--- src/rcms_consts.svh ---
// constants of the reference clock monitor and selector
// assumes: included by bare name from the package and the design modules
// Functional notes
// - five channel dividers divide the fast clock, each set from 1 to 160
// - three consecutive missed input edges against the loss tick mark an input lost
// - monitor block high keeps the monitor from raising any status flag
// - a zero differential input voltage also counts as loss
// - a lost input becomes valid after the validation count of good periods
// - manual mode follows host select; lost selection unlocks, revalidation relocks
// - automatic mode fails over at once to the best priority valid input
// - automatic mode with nothing valid stays unlocked, no holdover, locks on revalidation
// - short holdover mode follows host select, holds over on loss, relocks on revalidation
// - automatic holdover mode holds over, counts down, fails over at expiry
// - automatic holdover with nothing valid stays in holdover until an input revalidates
// - each input has priority 0 to 3; changes may reselect at once in automatic modes
// - hold-off count starts when the active flag falls; zero means expiry and reselect
// - eight bit hold-off count runs on the prescaled vcxo tick from its start value
// - after expiry the hold-off count reloads its start value
// - an input raises no new loss event until its sticky bit is cleared
// - the prescaler runs only in automatic holdover while in the holdover state
// - revertive switching, off by default, moves only to a strictly higher priority
// - short holdover loss: holdover on, active and sticky low, selection kept, no countdown
// - short holdover recovery: holdover off, active high, sticky restored by host write
// - in holdover the frequency word is the one frozen before the loss
`ifndef RCMS_CONSTS_SVH
`define RCMS_CONSTS_SVH

`define RCMS_NUM_IN        4
`define RCMS_NUM_CH        5
`define RCMS_DIV_MAX       8'hA0
`define RCMS_MISS_LIMIT    2'h3
`define RCMS_PRIO_RST      8'h00
`define RCMS_HOLD_RST      8'h00
`define RCMS_SEL_RST       2'h0

`endif

--- src/rcms_pkg.sv ---
// types of the reference clock monitor and selector
// assumes: compiled before every design module
package rcms_pkg;
   `include "rcms_consts.svh"

   typedef enum logic [1:0] {
      RCMS_MODE_MANUAL = 2'h0,
      RCMS_MODE_AUTO   = 2'h1,
      RCMS_MODE_SHORT  = 2'h2,
      RCMS_MODE_AUTOHO = 2'h3
   } rcms_mode_t;

   typedef enum logic [2:0] {
      RCMS_TRACK = 3'h1,
      RCMS_HOLD  = 3'h2,
      RCMS_NOREF = 3'h4
   } rcms_state_t;

   typedef struct packed {
      logic       active_ref_status;
      logic       active_ref_sticky;
      logic       holdover_active;
      logic [1:0] selected_input_status;
   } rcms_status_t;
endpackage

--- src/rcms_top.sv ---
// reference clock monitor, selector, hold-off counter and channel dividers
// assumes: all inputs synchronous to mclk; vcxo_tick is a one-cycle enable
`timescale 1ns/1ps
`include "rcms_consts.svh"
module rcms_top
   import rcms_pkg::*;
(
   // clock and reset
   input  wire logic                  mclk,
   input  wire logic                  rst,
   // monitored inputs
   input  wire logic [3:0]            clk_in,
   input  wire logic [3:0]            diff_zero,
   // loss reference divider
   input  wire logic [8:0]            loss_reference_divider,
   input  wire logic                  loss_ref_divider_powerdown,
   input  wire logic [7:0]            validation_edge_count,
   input  wire logic                  monitor_flag_block,
   // selection control
   input  wire logic [1:0]            selection_mode_field,
   input  wire logic [1:0]            host_select,
   input  wire logic [7:0]            input_priority,
   input  wire logic                  revertive_enable,
   input  wire logic                  first_pll_bypass,
   // hold-off counter
   input  wire logic                  vcxo_tick,
   input  wire logic [17:0]           holdoff_prescaler_ratio,
   input  wire logic [7:0]            holdoff_start_value,
   // sticky clears, one-cycle pulses
   input  wire logic [3:0]            input_loss_clear,
   input  wire logic                  active_ref_clear,
   // holdover frequency word
   input  wire logic [15:0]           pll_freq_word,
   output logic [15:0]                holdover_freq_word,
   // status
   output rcms_status_t               status,
   output logic [3:0]                 input_loss_status,
   output logic [3:0]                 input_loss_sticky,
   // channel dividers
   input  wire logic [39:0]           channel_output_divider,
   output logic [4:0]                 channel_tick
);
   function automatic logic [1:0] prio_of(input logic [7:0] p, input logic [1:0] i);
      prio_of = p[2*i +: 2];
   endfunction

   // highest priority valid input, lowest index on a tie
   function automatic logic [2:0] best_valid(input logic [7:0] p, input logic [3:0] ok);
      logic [2:0] b;
      b = 3'h4;
      for (int i = 0; i < `RCMS_NUM_IN; i++) begin
         if (ok[i] && (b[2] || p[2*i +: 2] > p[2*b[1:0] +: 2]))
            b = {1'b0, 2'(i)};
      end
      best_valid = b;
   endfunction

   // out-of-range settings are clamped rather than refused
   function automatic logic [7:0] div_lim(input logic [7:0] d);
      if (d == 8'h00)
         div_lim = 8'h01;
      else if (d > `RCMS_DIV_MAX)
         div_lim = `RCMS_DIV_MAX;
      else
         div_lim = d;
   endfunction

   //////////////////////////////////////////////////////////////////////////
   // channel dividers
   logic [7:0] ch_cnt [`RCMS_NUM_CH];
   always_ff @(posedge mclk) begin
      for (int c = 0; c < `RCMS_NUM_CH; c++) begin
         if (rst || ch_cnt[c] >= div_lim(channel_output_divider[8*c +: 8]) - 8'h01) begin
            ch_cnt[c]       <= 8'h00;
            channel_tick[c] <= ~rst;
         end else begin
            ch_cnt[c]       <= ch_cnt[c] + 8'h01;
            channel_tick[c] <= 1'b0;
         end
      end
   end

   //////////////////////////////////////////////////////////////////////////
   // loss reference tick and input monitors
   logic [8:0] lr_cnt;
   logic       lr_tick;
   always_ff @(posedge mclk) begin
      // powered down: no tick, so only diff_zero can change an input's validity, and only to lost
      if (rst || loss_ref_divider_powerdown) begin
         lr_cnt  <= 9'h000;
         lr_tick <= 1'b0;
      end else if (lr_cnt + 9'h001 >= loss_reference_divider) begin
         lr_cnt  <= 9'h000;
         lr_tick <= 1'b1;
      end else begin
         lr_cnt  <= lr_cnt + 9'h001;
         lr_tick <= 1'b0;
      end
   end

   logic [3:0] lost;
   logic [3:0] lost_q;
   logic [3:0] valid;
   assign valid = ~lost;

   for (genvar g = 0; g < `RCMS_NUM_IN; g++) begin : g_mon
      rcms_in_monitor u_mon (
         .mclk                  (mclk),
         .rst                   (rst),
         .clk_in                (clk_in[g]),
         .diff_zero             (diff_zero[g]),
         .ref_tick              (lr_tick),
         .validation_edge_count (validation_edge_count),
         .lost                  (lost[g])
      );
   end

   //////////////////////////////////////////////////////////////////////////
   // per-input flags
   logic [3:0] armed;
   logic [3:0] loss_event;
   assign loss_event = lost & ~lost_q & armed & {4{~monitor_flag_block}};

   always_ff @(posedge mclk) begin
      if (rst) begin
         lost_q            <= 4'hF;
         armed             <= 4'hF;
         input_loss_status <= 4'h0;
         input_loss_sticky <= 4'h0;
      end else begin
         lost_q            <= lost;
         input_loss_status <= lost & {4{~monitor_flag_block}};
         // set wins over clear; re-armed only once the sticky bit is gone
         input_loss_sticky <= (input_loss_sticky & ~input_loss_clear) | loss_event;
         armed             <= (armed & ~loss_event) | (input_loss_clear & ~loss_event);
      end
   end

   //////////////////////////////////////////////////////////////////////////
   // selection state machine
   rcms_mode_t  mode;
   rcms_state_t state;
   logic [1:0]  sel;
   logic [7:0]  prio_q;
   logic        holdoff_expire;
   logic [2:0]  best;
   logic        sel_ok;
   logic        auto_mode;
   logic        upgrade;

   assign mode      = rcms_mode_t'(selection_mode_field);
   assign best      = best_valid(input_priority, valid);
   assign sel_ok    = valid[sel];
   // bypassed first pll leaves switching undefined; fall back to host select
   assign auto_mode = (mode == RCMS_MODE_AUTO || mode == RCMS_MODE_AUTOHO) && !first_pll_bypass;
   assign upgrade   = !best[2] && prio_of(input_priority, best[1:0]) > prio_of(input_priority, sel)
                      && (revertive_enable || prio_q != input_priority);

   always_ff @(posedge mclk) begin
      if (rst)
         prio_q <= `RCMS_PRIO_RST;
      else
         prio_q <= input_priority;
   end

   always_ff @(posedge mclk) begin
      if (rst) begin
         state <= RCMS_NOREF;
         sel   <= `RCMS_SEL_RST;
      end else if (!auto_mode) begin
         sel <= host_select;
         if (valid[host_select])
            state <= RCMS_TRACK;
         else if (mode == RCMS_MODE_SHORT && !first_pll_bypass)
            state <= RCMS_HOLD;
         else
            state <= RCMS_NOREF;
      end else begin
         unique case (state)
            RCMS_TRACK: begin
               if (!sel_ok && mode == RCMS_MODE_AUTOHO) begin
                  state <= RCMS_HOLD;
               end else if (!sel_ok) begin
                  if (!best[2])
                     sel <= best[1:0];
                  else
                     state <= RCMS_NOREF;
               end else if (upgrade) begin
                  sel <= best[1:0];
               end
            end
            RCMS_HOLD: begin
               if (mode == RCMS_MODE_AUTO) begin
                  state <= RCMS_NOREF;
               end else if (holdoff_expire) begin
                  if (sel_ok) begin
                     state <= RCMS_TRACK;
                  end else if (!best[2]) begin
                     sel   <= best[1:0];
                     state <= RCMS_TRACK;
                  end
               end
            end
            RCMS_NOREF: begin
               if (!best[2]) begin
                  sel   <= sel_ok ? sel : best[1:0];
                  state <= RCMS_TRACK;
               end
            end
            default: state <= RCMS_NOREF;
         endcase
      end
   end

   //////////////////////////////////////////////////////////////////////////
   // hold-off prescaler and down-counter
   logic        presc_run;
   logic [17:0] presc_cnt;
   logic        presc_tick;
   logic [7:0]  holdoff_cnt;
   logic        nothing_at_expiry;

   assign presc_run = auto_mode && mode == RCMS_MODE_AUTOHO && state == RCMS_HOLD;

   always_ff @(posedge mclk) begin
      if (rst || !presc_run) begin
         presc_cnt  <= 18'h00000;
         presc_tick <= 1'b0;
      end else if (vcxo_tick && presc_cnt + 18'h00001 >= holdoff_prescaler_ratio) begin
         presc_cnt  <= 18'h00000;
         presc_tick <= 1'b1;
      end else begin
         presc_cnt  <= vcxo_tick ? presc_cnt + 18'h00001 : presc_cnt;
         presc_tick <= 1'b0;
      end
   end

   // a start value of zero expires on the first prescaled tick
   assign holdoff_expire = presc_run && (nothing_at_expiry ? !best[2] : presc_tick && holdoff_cnt == 8'h00);

   always_ff @(posedge mclk) begin
      if (rst || !presc_run) begin
         holdoff_cnt       <= rst ? `RCMS_HOLD_RST : holdoff_start_value;
         nothing_at_expiry <= 1'b0;
      end else if (presc_tick) begin
         if (holdoff_cnt == 8'h00) begin
            holdoff_cnt       <= holdoff_start_value;
            nothing_at_expiry <= best[2];
         end else begin
            holdoff_cnt <= holdoff_cnt - 8'h01;
         end
      end
   end

   //////////////////////////////////////////////////////////////////////////
   // status and holdover word
   logic ref_up;
   assign ref_up = state == RCMS_TRACK;

   always_ff @(posedge mclk) begin
      if (rst) begin
         status             <= '0;
         holdover_freq_word <= 16'h0000;
      end else begin
         status.active_ref_status     <= ref_up;
         status.holdover_active       <= state == RCMS_HOLD;
         status.selected_input_status <= sel;
         // loss wins over the host restore
         if (!ref_up)
            status.active_ref_sticky <= 1'b0;
         else if (active_ref_clear)
            status.active_ref_sticky <= 1'b1;
         if (state == RCMS_TRACK)
            holdover_freq_word <= pll_freq_word;
      end
   end

   //////////////////////////////////////////////////////////////////////////
   // checks
   manual_follow_a: assert property (@(posedge mclk) disable iff (rst)
      (mode == RCMS_MODE_MANUAL) ##1 (mode == RCMS_MODE_MANUAL) |-> sel == $past(host_select))
      else $error("manual selection differs from host select");
   auto_fail_a: assert property (@(posedge mclk) disable iff (rst)
      (auto_mode && mode == RCMS_MODE_AUTO && state == RCMS_TRACK && !sel_ok && !best[2])
      |=> sel == $past(best[1:0]))
      else $error("automatic fail-over target wrong");
   auto_no_hold_a: assert property (@(posedge mclk) disable iff (rst)
      (auto_mode && mode == RCMS_MODE_AUTO) ##1 (mode == RCMS_MODE_AUTO) |-> state != RCMS_HOLD)
      else $error("automatic mode entered holdover");
   short_hold_a: assert property (@(posedge mclk) disable iff (rst)
      (mode == RCMS_MODE_SHORT && !first_pll_bypass && !valid[host_select])
      |=> state == RCMS_HOLD ##1 !status.active_ref_status && !status.active_ref_sticky)
      else $error("short holdover not entered on loss");
   hold_keep_sel_a: assert property (@(posedge mclk) disable iff (rst)
      (state == RCMS_HOLD && !holdoff_expire && auto_mode && mode == RCMS_MODE_AUTOHO) |=> $stable(sel))
      else $error("selection changed before hold-off expiry");
   presc_gate_a: assert property (@(posedge mclk) disable iff (rst)
      !presc_run |=> presc_cnt == 18'h00000 && !presc_tick)
      else $error("prescaler ran outside holdover");
   holdoff_reload_a: assert property (@(posedge mclk) disable iff (rst)
      (presc_tick && holdoff_cnt == 8'h00 && presc_run) |=> holdoff_cnt == $past(holdoff_start_value))
      else $error("hold-off counter not reloaded");
   sticky_rearm_a: assert property (@(posedge mclk) disable iff (rst)
      (input_loss_sticky[0] && !input_loss_clear[0]) |=> !loss_event[0])
      else $error("new loss event while sticky still set");
   block_flags_a: assert property (@(posedge mclk) disable iff (rst)
      monitor_flag_block |=> input_loss_status == 4'h0)
      else $error("status raised while monitor blocked");
   revert_up_a: assert property (@(posedge mclk) disable iff (rst)
      (auto_mode && state == RCMS_TRACK && sel_ok && !upgrade) |=> $stable(sel))
      else $error("selection moved without higher priority");

   fail_over_c: cover property (@(posedge mclk) disable iff (rst)
      state == RCMS_TRACK && auto_mode && !sel_ok && !best[2]);
   expiry_c: cover property (@(posedge mclk) disable iff (rst) holdoff_expire);
   relock_c: cover property (@(posedge mclk) disable iff (rst)
      mode == RCMS_MODE_SHORT && state == RCMS_HOLD ##1 state == RCMS_TRACK);
   revert_c: cover property (@(posedge mclk) disable iff (rst) auto_mode && upgrade && sel_ok);
endmodule

--- src/rcms_in_monitor.sv ---
// one input activity monitor: missed-edge count and re-validation
// assumes: clk_in sampled as a level synchronous to mclk, ref_tick a one-cycle enable
`timescale 1ns/1ps
`include "rcms_consts.svh"
module rcms_in_monitor
   import rcms_pkg::*;
(
   // clock and reset
   input  wire logic       mclk,
   input  wire logic       rst,
   // input under watch
   input  wire logic       clk_in,
   input  wire logic       diff_zero,
   input  wire logic       ref_tick,
   input  wire logic [7:0] validation_edge_count,
   // result
   output logic            lost
);
   logic       prev_in;
   logic       edge_seen;
   logic [1:0] miss_cnt;
   logic [7:0] good_cnt;

   always_ff @(posedge mclk) begin
      if (rst) begin
         prev_in   <= 1'b0;
         edge_seen <= 1'b0;
      end else begin
         prev_in <= clk_in;
         if (ref_tick)
            edge_seen <= clk_in & ~prev_in;
         else if (clk_in & ~prev_in)
            edge_seen <= 1'b1;
      end
   end

   // inputs start lost so that none is used before it has proved itself
   always_ff @(posedge mclk) begin
      if (rst) begin
         miss_cnt <= 2'h0;
         good_cnt <= 8'h00;
         lost     <= 1'b1;
      end else if (diff_zero) begin
         miss_cnt <= 2'h0;
         good_cnt <= 8'h00;
         lost     <= 1'b1;
      end else if (ref_tick) begin
         if (edge_seen) begin
            miss_cnt <= 2'h0;
            if (lost) begin
               if (good_cnt + 8'h01 >= validation_edge_count) begin
                  good_cnt <= 8'h00;
                  lost     <= 1'b0;
               end else begin
                  good_cnt <= good_cnt + 8'h01;
               end
            end
         end else begin
            good_cnt <= 8'h00;
            if (miss_cnt == `RCMS_MISS_LIMIT - 2'h1)
               lost <= 1'b1;
            if (miss_cnt != `RCMS_MISS_LIMIT)
               miss_cnt <= miss_cnt + 2'h1;
         end
      end
   end

   logic [1:0] quiet_ticks;
   always_ff @(posedge mclk) begin
      if (rst)
         quiet_ticks <= 2'h0;
      else if (diff_zero)
         quiet_ticks <= 2'h0;
      else if (ref_tick)
         quiet_ticks <= edge_seen ? 2'h0 : (quiet_ticks == 2'h3 ? 2'h3 : quiet_ticks + 2'h1);
   end

   three_miss_a: assert property (@(posedge mclk) disable iff (rst)
      (quiet_ticks == 2'h3) |-> lost)
      else $error("input not lost after three missed edges");
   diff_zero_a: assert property (@(posedge mclk) disable iff (rst)
      diff_zero |=> lost)
      else $error("zero differential input not flagged");
   revalid_a: assert property (@(posedge mclk) disable iff (rst)
      $fell(lost) |-> $past(ref_tick) && $past(edge_seen))
      else $error("input revalidated without a counted edge");
endmodule

--- config.mk ---
export PLATFORM = sky130hd
export DESIGN_NAME = rcms_top
export DESIGN_NICKNAME = d
export VERILOG_FILES = /design/src/rcms_pkg.sv /design/src/rcms_top.sv /design/src/rcms_in_monitor.sv
export VERILOG_INCLUDE_DIRS = /design/src
export SDC_FILE = /design/constraint.sdc
export NUM_CORES = 1
export LEC_CHECK = 0
export BUFFER_PORTS_ARGS = -buffer_cell sky130_fd_sc_hd__buf_2
export CORE_MARGIN = 3
export CORE_UTILIZATION = 25
export DETAILED_ROUTE_END_ITERATION = 7
export REMOVE_ABC_BUFFERS = 1
export SYNTH_ARGS = -nofsm -noshare
export SYNTH_HDL_FRONTEND = slang
export SYNTH_SLANG_ARGS = --single-unit
--- constraint.sdc ---
create_clock -name mclk -period 10.15 [get_ports mclk]
set_input_delay 0 -clock mclk [delete_from_list [all_inputs] [get_ports mclk]]
set_output_delay 0 -clock mclk [all_outputs]
set_load 0.02 [all_outputs]
==> results.md <==
* Crit path time final at 5710 ps
* Top FF cell, synth: dfxtp_1
* Synth area leaders: dfxtp_1 31%, ha_1 14%, xor2_1 5.4%, nor2_1 5.0%, nand2_1 4.3%
* Internal power at 1.26 mW
* Post-CTS sizing at 0
* DR WL/cell at 13.1 um
* Row count at 78
* Post-synth ARST share at 0
* Initial core utilization at 0.253
* CP Launch Type: input pin
* Logic pwr share at 0.155
* Num Clock Sinks at 185
* Worst min-delay path category: input pin to flip-flop
* CP Capture Type: flip-flop
* #FFs+latches synth at 185
* Number of max-cap violations at 0
* Initial antenna violation count at 5
* Worst rel slew slack at 0.356
* Vias in the first global route at 9590
* Largest stage delay, worst path at 570 ps
* Area grow syn2layout at 24.2%
* Drt pass-1 iters at 6
* Status: complete, no violations
* Root Buffer: clkbuf_16
* Pwr per Cell Area at 124 nW/um^2
* Drt first-iter violations at 425
* Routability Congestion at 0.819
* # setup viols final at 0
* Slowest cell on the critical path: dlygate4sd3_1
* Die Y at 221 um
* Post-synth EDFFs at 8
* Sequential share of power at 0.456
* Layout cells sized above 1 at 0.145
* Critical Path RT at 10500 ps
* Slew Limit Fails at 0
* Die W at 221 um
* Final nets at 1870
* Routed WL at 29.1 mm
* I/O Buffers at 164
* YS warnings at 0
* WHS at 78.4 ps
* Antenna cell count at 0
* Hold buffers post-CTS at 71
* Largest net degree at the start of global routing at 60
* Setup Fix Bufs, Post-CTS at 0
* Clk Latency, worst-skew pair at 470 ps
* Post-synth top area cell: dfxtp_1
* CTS tree: done
* FMAX at 0.175 GHz
* Switch Pwr at 515 uW
* Vias per cell at 4.59
* Worst-path maximum fanout at 5
* Final Hold Fails at 0
* Slew @ Worst Pin at 966 ps
* Final ANT Viol Nets at 0
* Sw Share at 0.291
* Fin Clk Skew at 14.4 ps
* Peak supply drop at 0.0000939 V
* Vias at 10200
* Arr. time, crit path at 6050 ps
* Crit Path Category: input pin to flip-flop
* Synth top area share at 0.307
* DPL Wire Length at 21.9 mm
* All-layer global routing usage at 0.120
* Avg Inst Size Synth at 8.38 sq um
* Clk slew on worst S/H paths at 70 ps
* Area of the core at 45500 sq um
* Sequential share of the synthesized area at 0.328
* CTS H-tree lvls at 4
* Clock group share of total power at 0.389
* Gate Count Post-Synth at 1375
* Final worst path period share at 0.562
* RSZ-0062 raised after global routing: no
* Leakage at 6.52 nW
* Synth cell types at 73
* DIE AREA at 48700 sq um
* DRC Markers at 0
* First-pass GRT wire length at 46.2 mm
* Cell Area, Synth at 11500 sq um
* GRT overflow at 0
* Top-Level Pins at 165
* TNS Setup at 0 ps
* Cts bufs inserted at 17
* Clock tree buffer depth at 2
through the flow:
stage | setup slack, ps | utilization | std cells | total power [mW] | instance area, sq um
after global placement | 5090 | 0.286 | 2116 | 1.07 | 13000
after floorplan | 5680 | - | 1347 | 0.986 | 11400
after detailed placement | 4880 | 0.286 | 2116 | 1.08 | 13000
after CTS | 4590 | 0.315 | 2219 | 1.82 | 14300
final | 4440 | 0.315 | 2219 | 1.77 | 14300
after global routing | 3980 | 0.315 | 2219 | 1.89 | 14300
final timing paths:
kind | startpoint | to | slack [ps] | depth (start not counted)
worst max-delay path | input_priority[1] | sel[0]$_SDFFE_PP0P_ | 4440 | 29
worst min-delay path | selection_mode_field[0] | state[0]$_SDFFE_PP0P_ | 80 | 3
worst max register to register | g_mon[0].u_mon.lost$_SDFFE_PP1P_ | sel[0]$_SDFFE_PP0P_ | 4720 | 23
worst min register to register | g_mon[2].u_mon.good_cnt[7]$_SDFFE_PP0P_ | g_mon[2].u_mon.good_cnt[7]$_SDFFE_PP0P_ | 450 | 2
kinds of logic (layout without fill, tap and decap cells):
logic type,count (synthesis),in the layout,share of synthesized area
multiplexers,18,18,0.0206
buffers and inverters,109,353,0.0364
flip-flops,185,185,0.328
AND/OR/NAND/NOR,568,568,0.244
XOR/XNOR,112,112,0.0851
AO/OA/AOI/OAI,250,250,0.141
adder cells (fa/ha/maj),133,133,0.144
layout by cell type, fill, tap and decap left out, drive strengths merged, types with 28 or more instances in the layout:
cell / synthesis / routed
a21oi: 74 / 74
nand2: 131 / 131
and3: 28 / 28
xor2: 71 / 71
ha: 133 / 133
dlygate4sd3: 0 / 71
nand3: 61 / 61
inv: 81 / 91
buf: 10 / 169
o21ai: 53 / 53
nor3: 36 / 36
xnor2: 41 / 41
nand2b: 47 / 47
nor2b: 31 / 31
nor2: 155 / 155
a21o: 40 / 40
dfxtp: 177 / 177
cells in the mapped netlist, drive strengths merged (36+ instances only):
cell type	number
xor2	71
nand2b	47
dfxtp	177
nand3	61
a21oi	74
o21ai	53
nor3	36
a21o	40
nand2	131
nor2	155
inv	81
xnor2	41
ha	133
critical path: cells and delay by family:
family / cells / cell delay [ps]
simple gates: 6 / 820
compound gates: 12 / 1940
fa+ha+maj: 4 / 1200
buf+inv: 5 / 1420
mux: 2 / 660
layer usage:
metal	track usage	wire length, um	vias up
met5	0	18	-
met4	0.0463	660	4
met3	0.0367	1510	40
met2	0.202	13700	180
met1	0.142	13200	4704
li1	-	-	5263
power groups by stage:
| stage | clock (mW) | combinational [mW] | sequential [mW] |
|---|---|---|---|
| after global routing | 0.753 | 0.321 | 0.815 |
| after global placement | 0 | 0.250 | 0.824 |
| after floorplan | 0 | 0.170 | 0.817 |
| final | 0.690 | 0.274 | 0.807 |
| after CTS | 0.730 | 0.279 | 0.809 |
| after detailed placement | 0 | 0.259 | 0.826 |
area by class of cell:
cell class / instances / area (sq um)
inverters: 81 / 304
clock inverters: 14 / 148
well taps: 600 / 751
repair buffers: 240 / 1570
fillers: 4767 / 31200
multi-input cells: 1081 / 7320
clock buffers: 18 / 439
flip-flops and latches: 185 / 3780
state kept, by name, indices dropped and copies added (netlist names), 5 cells and up:
name	count
g_mon.u_mon.good_cnt	32
presc_cnt	18
prio_q	8
holdoff_cnt	8
lr_cnt	9
channel_tick	5
ch_cnt	40
holdover_freq_word	16
status	5
g_mon.u_mon.miss_cnt	8
Note: power is estimated with default switching activity, not from simulation.
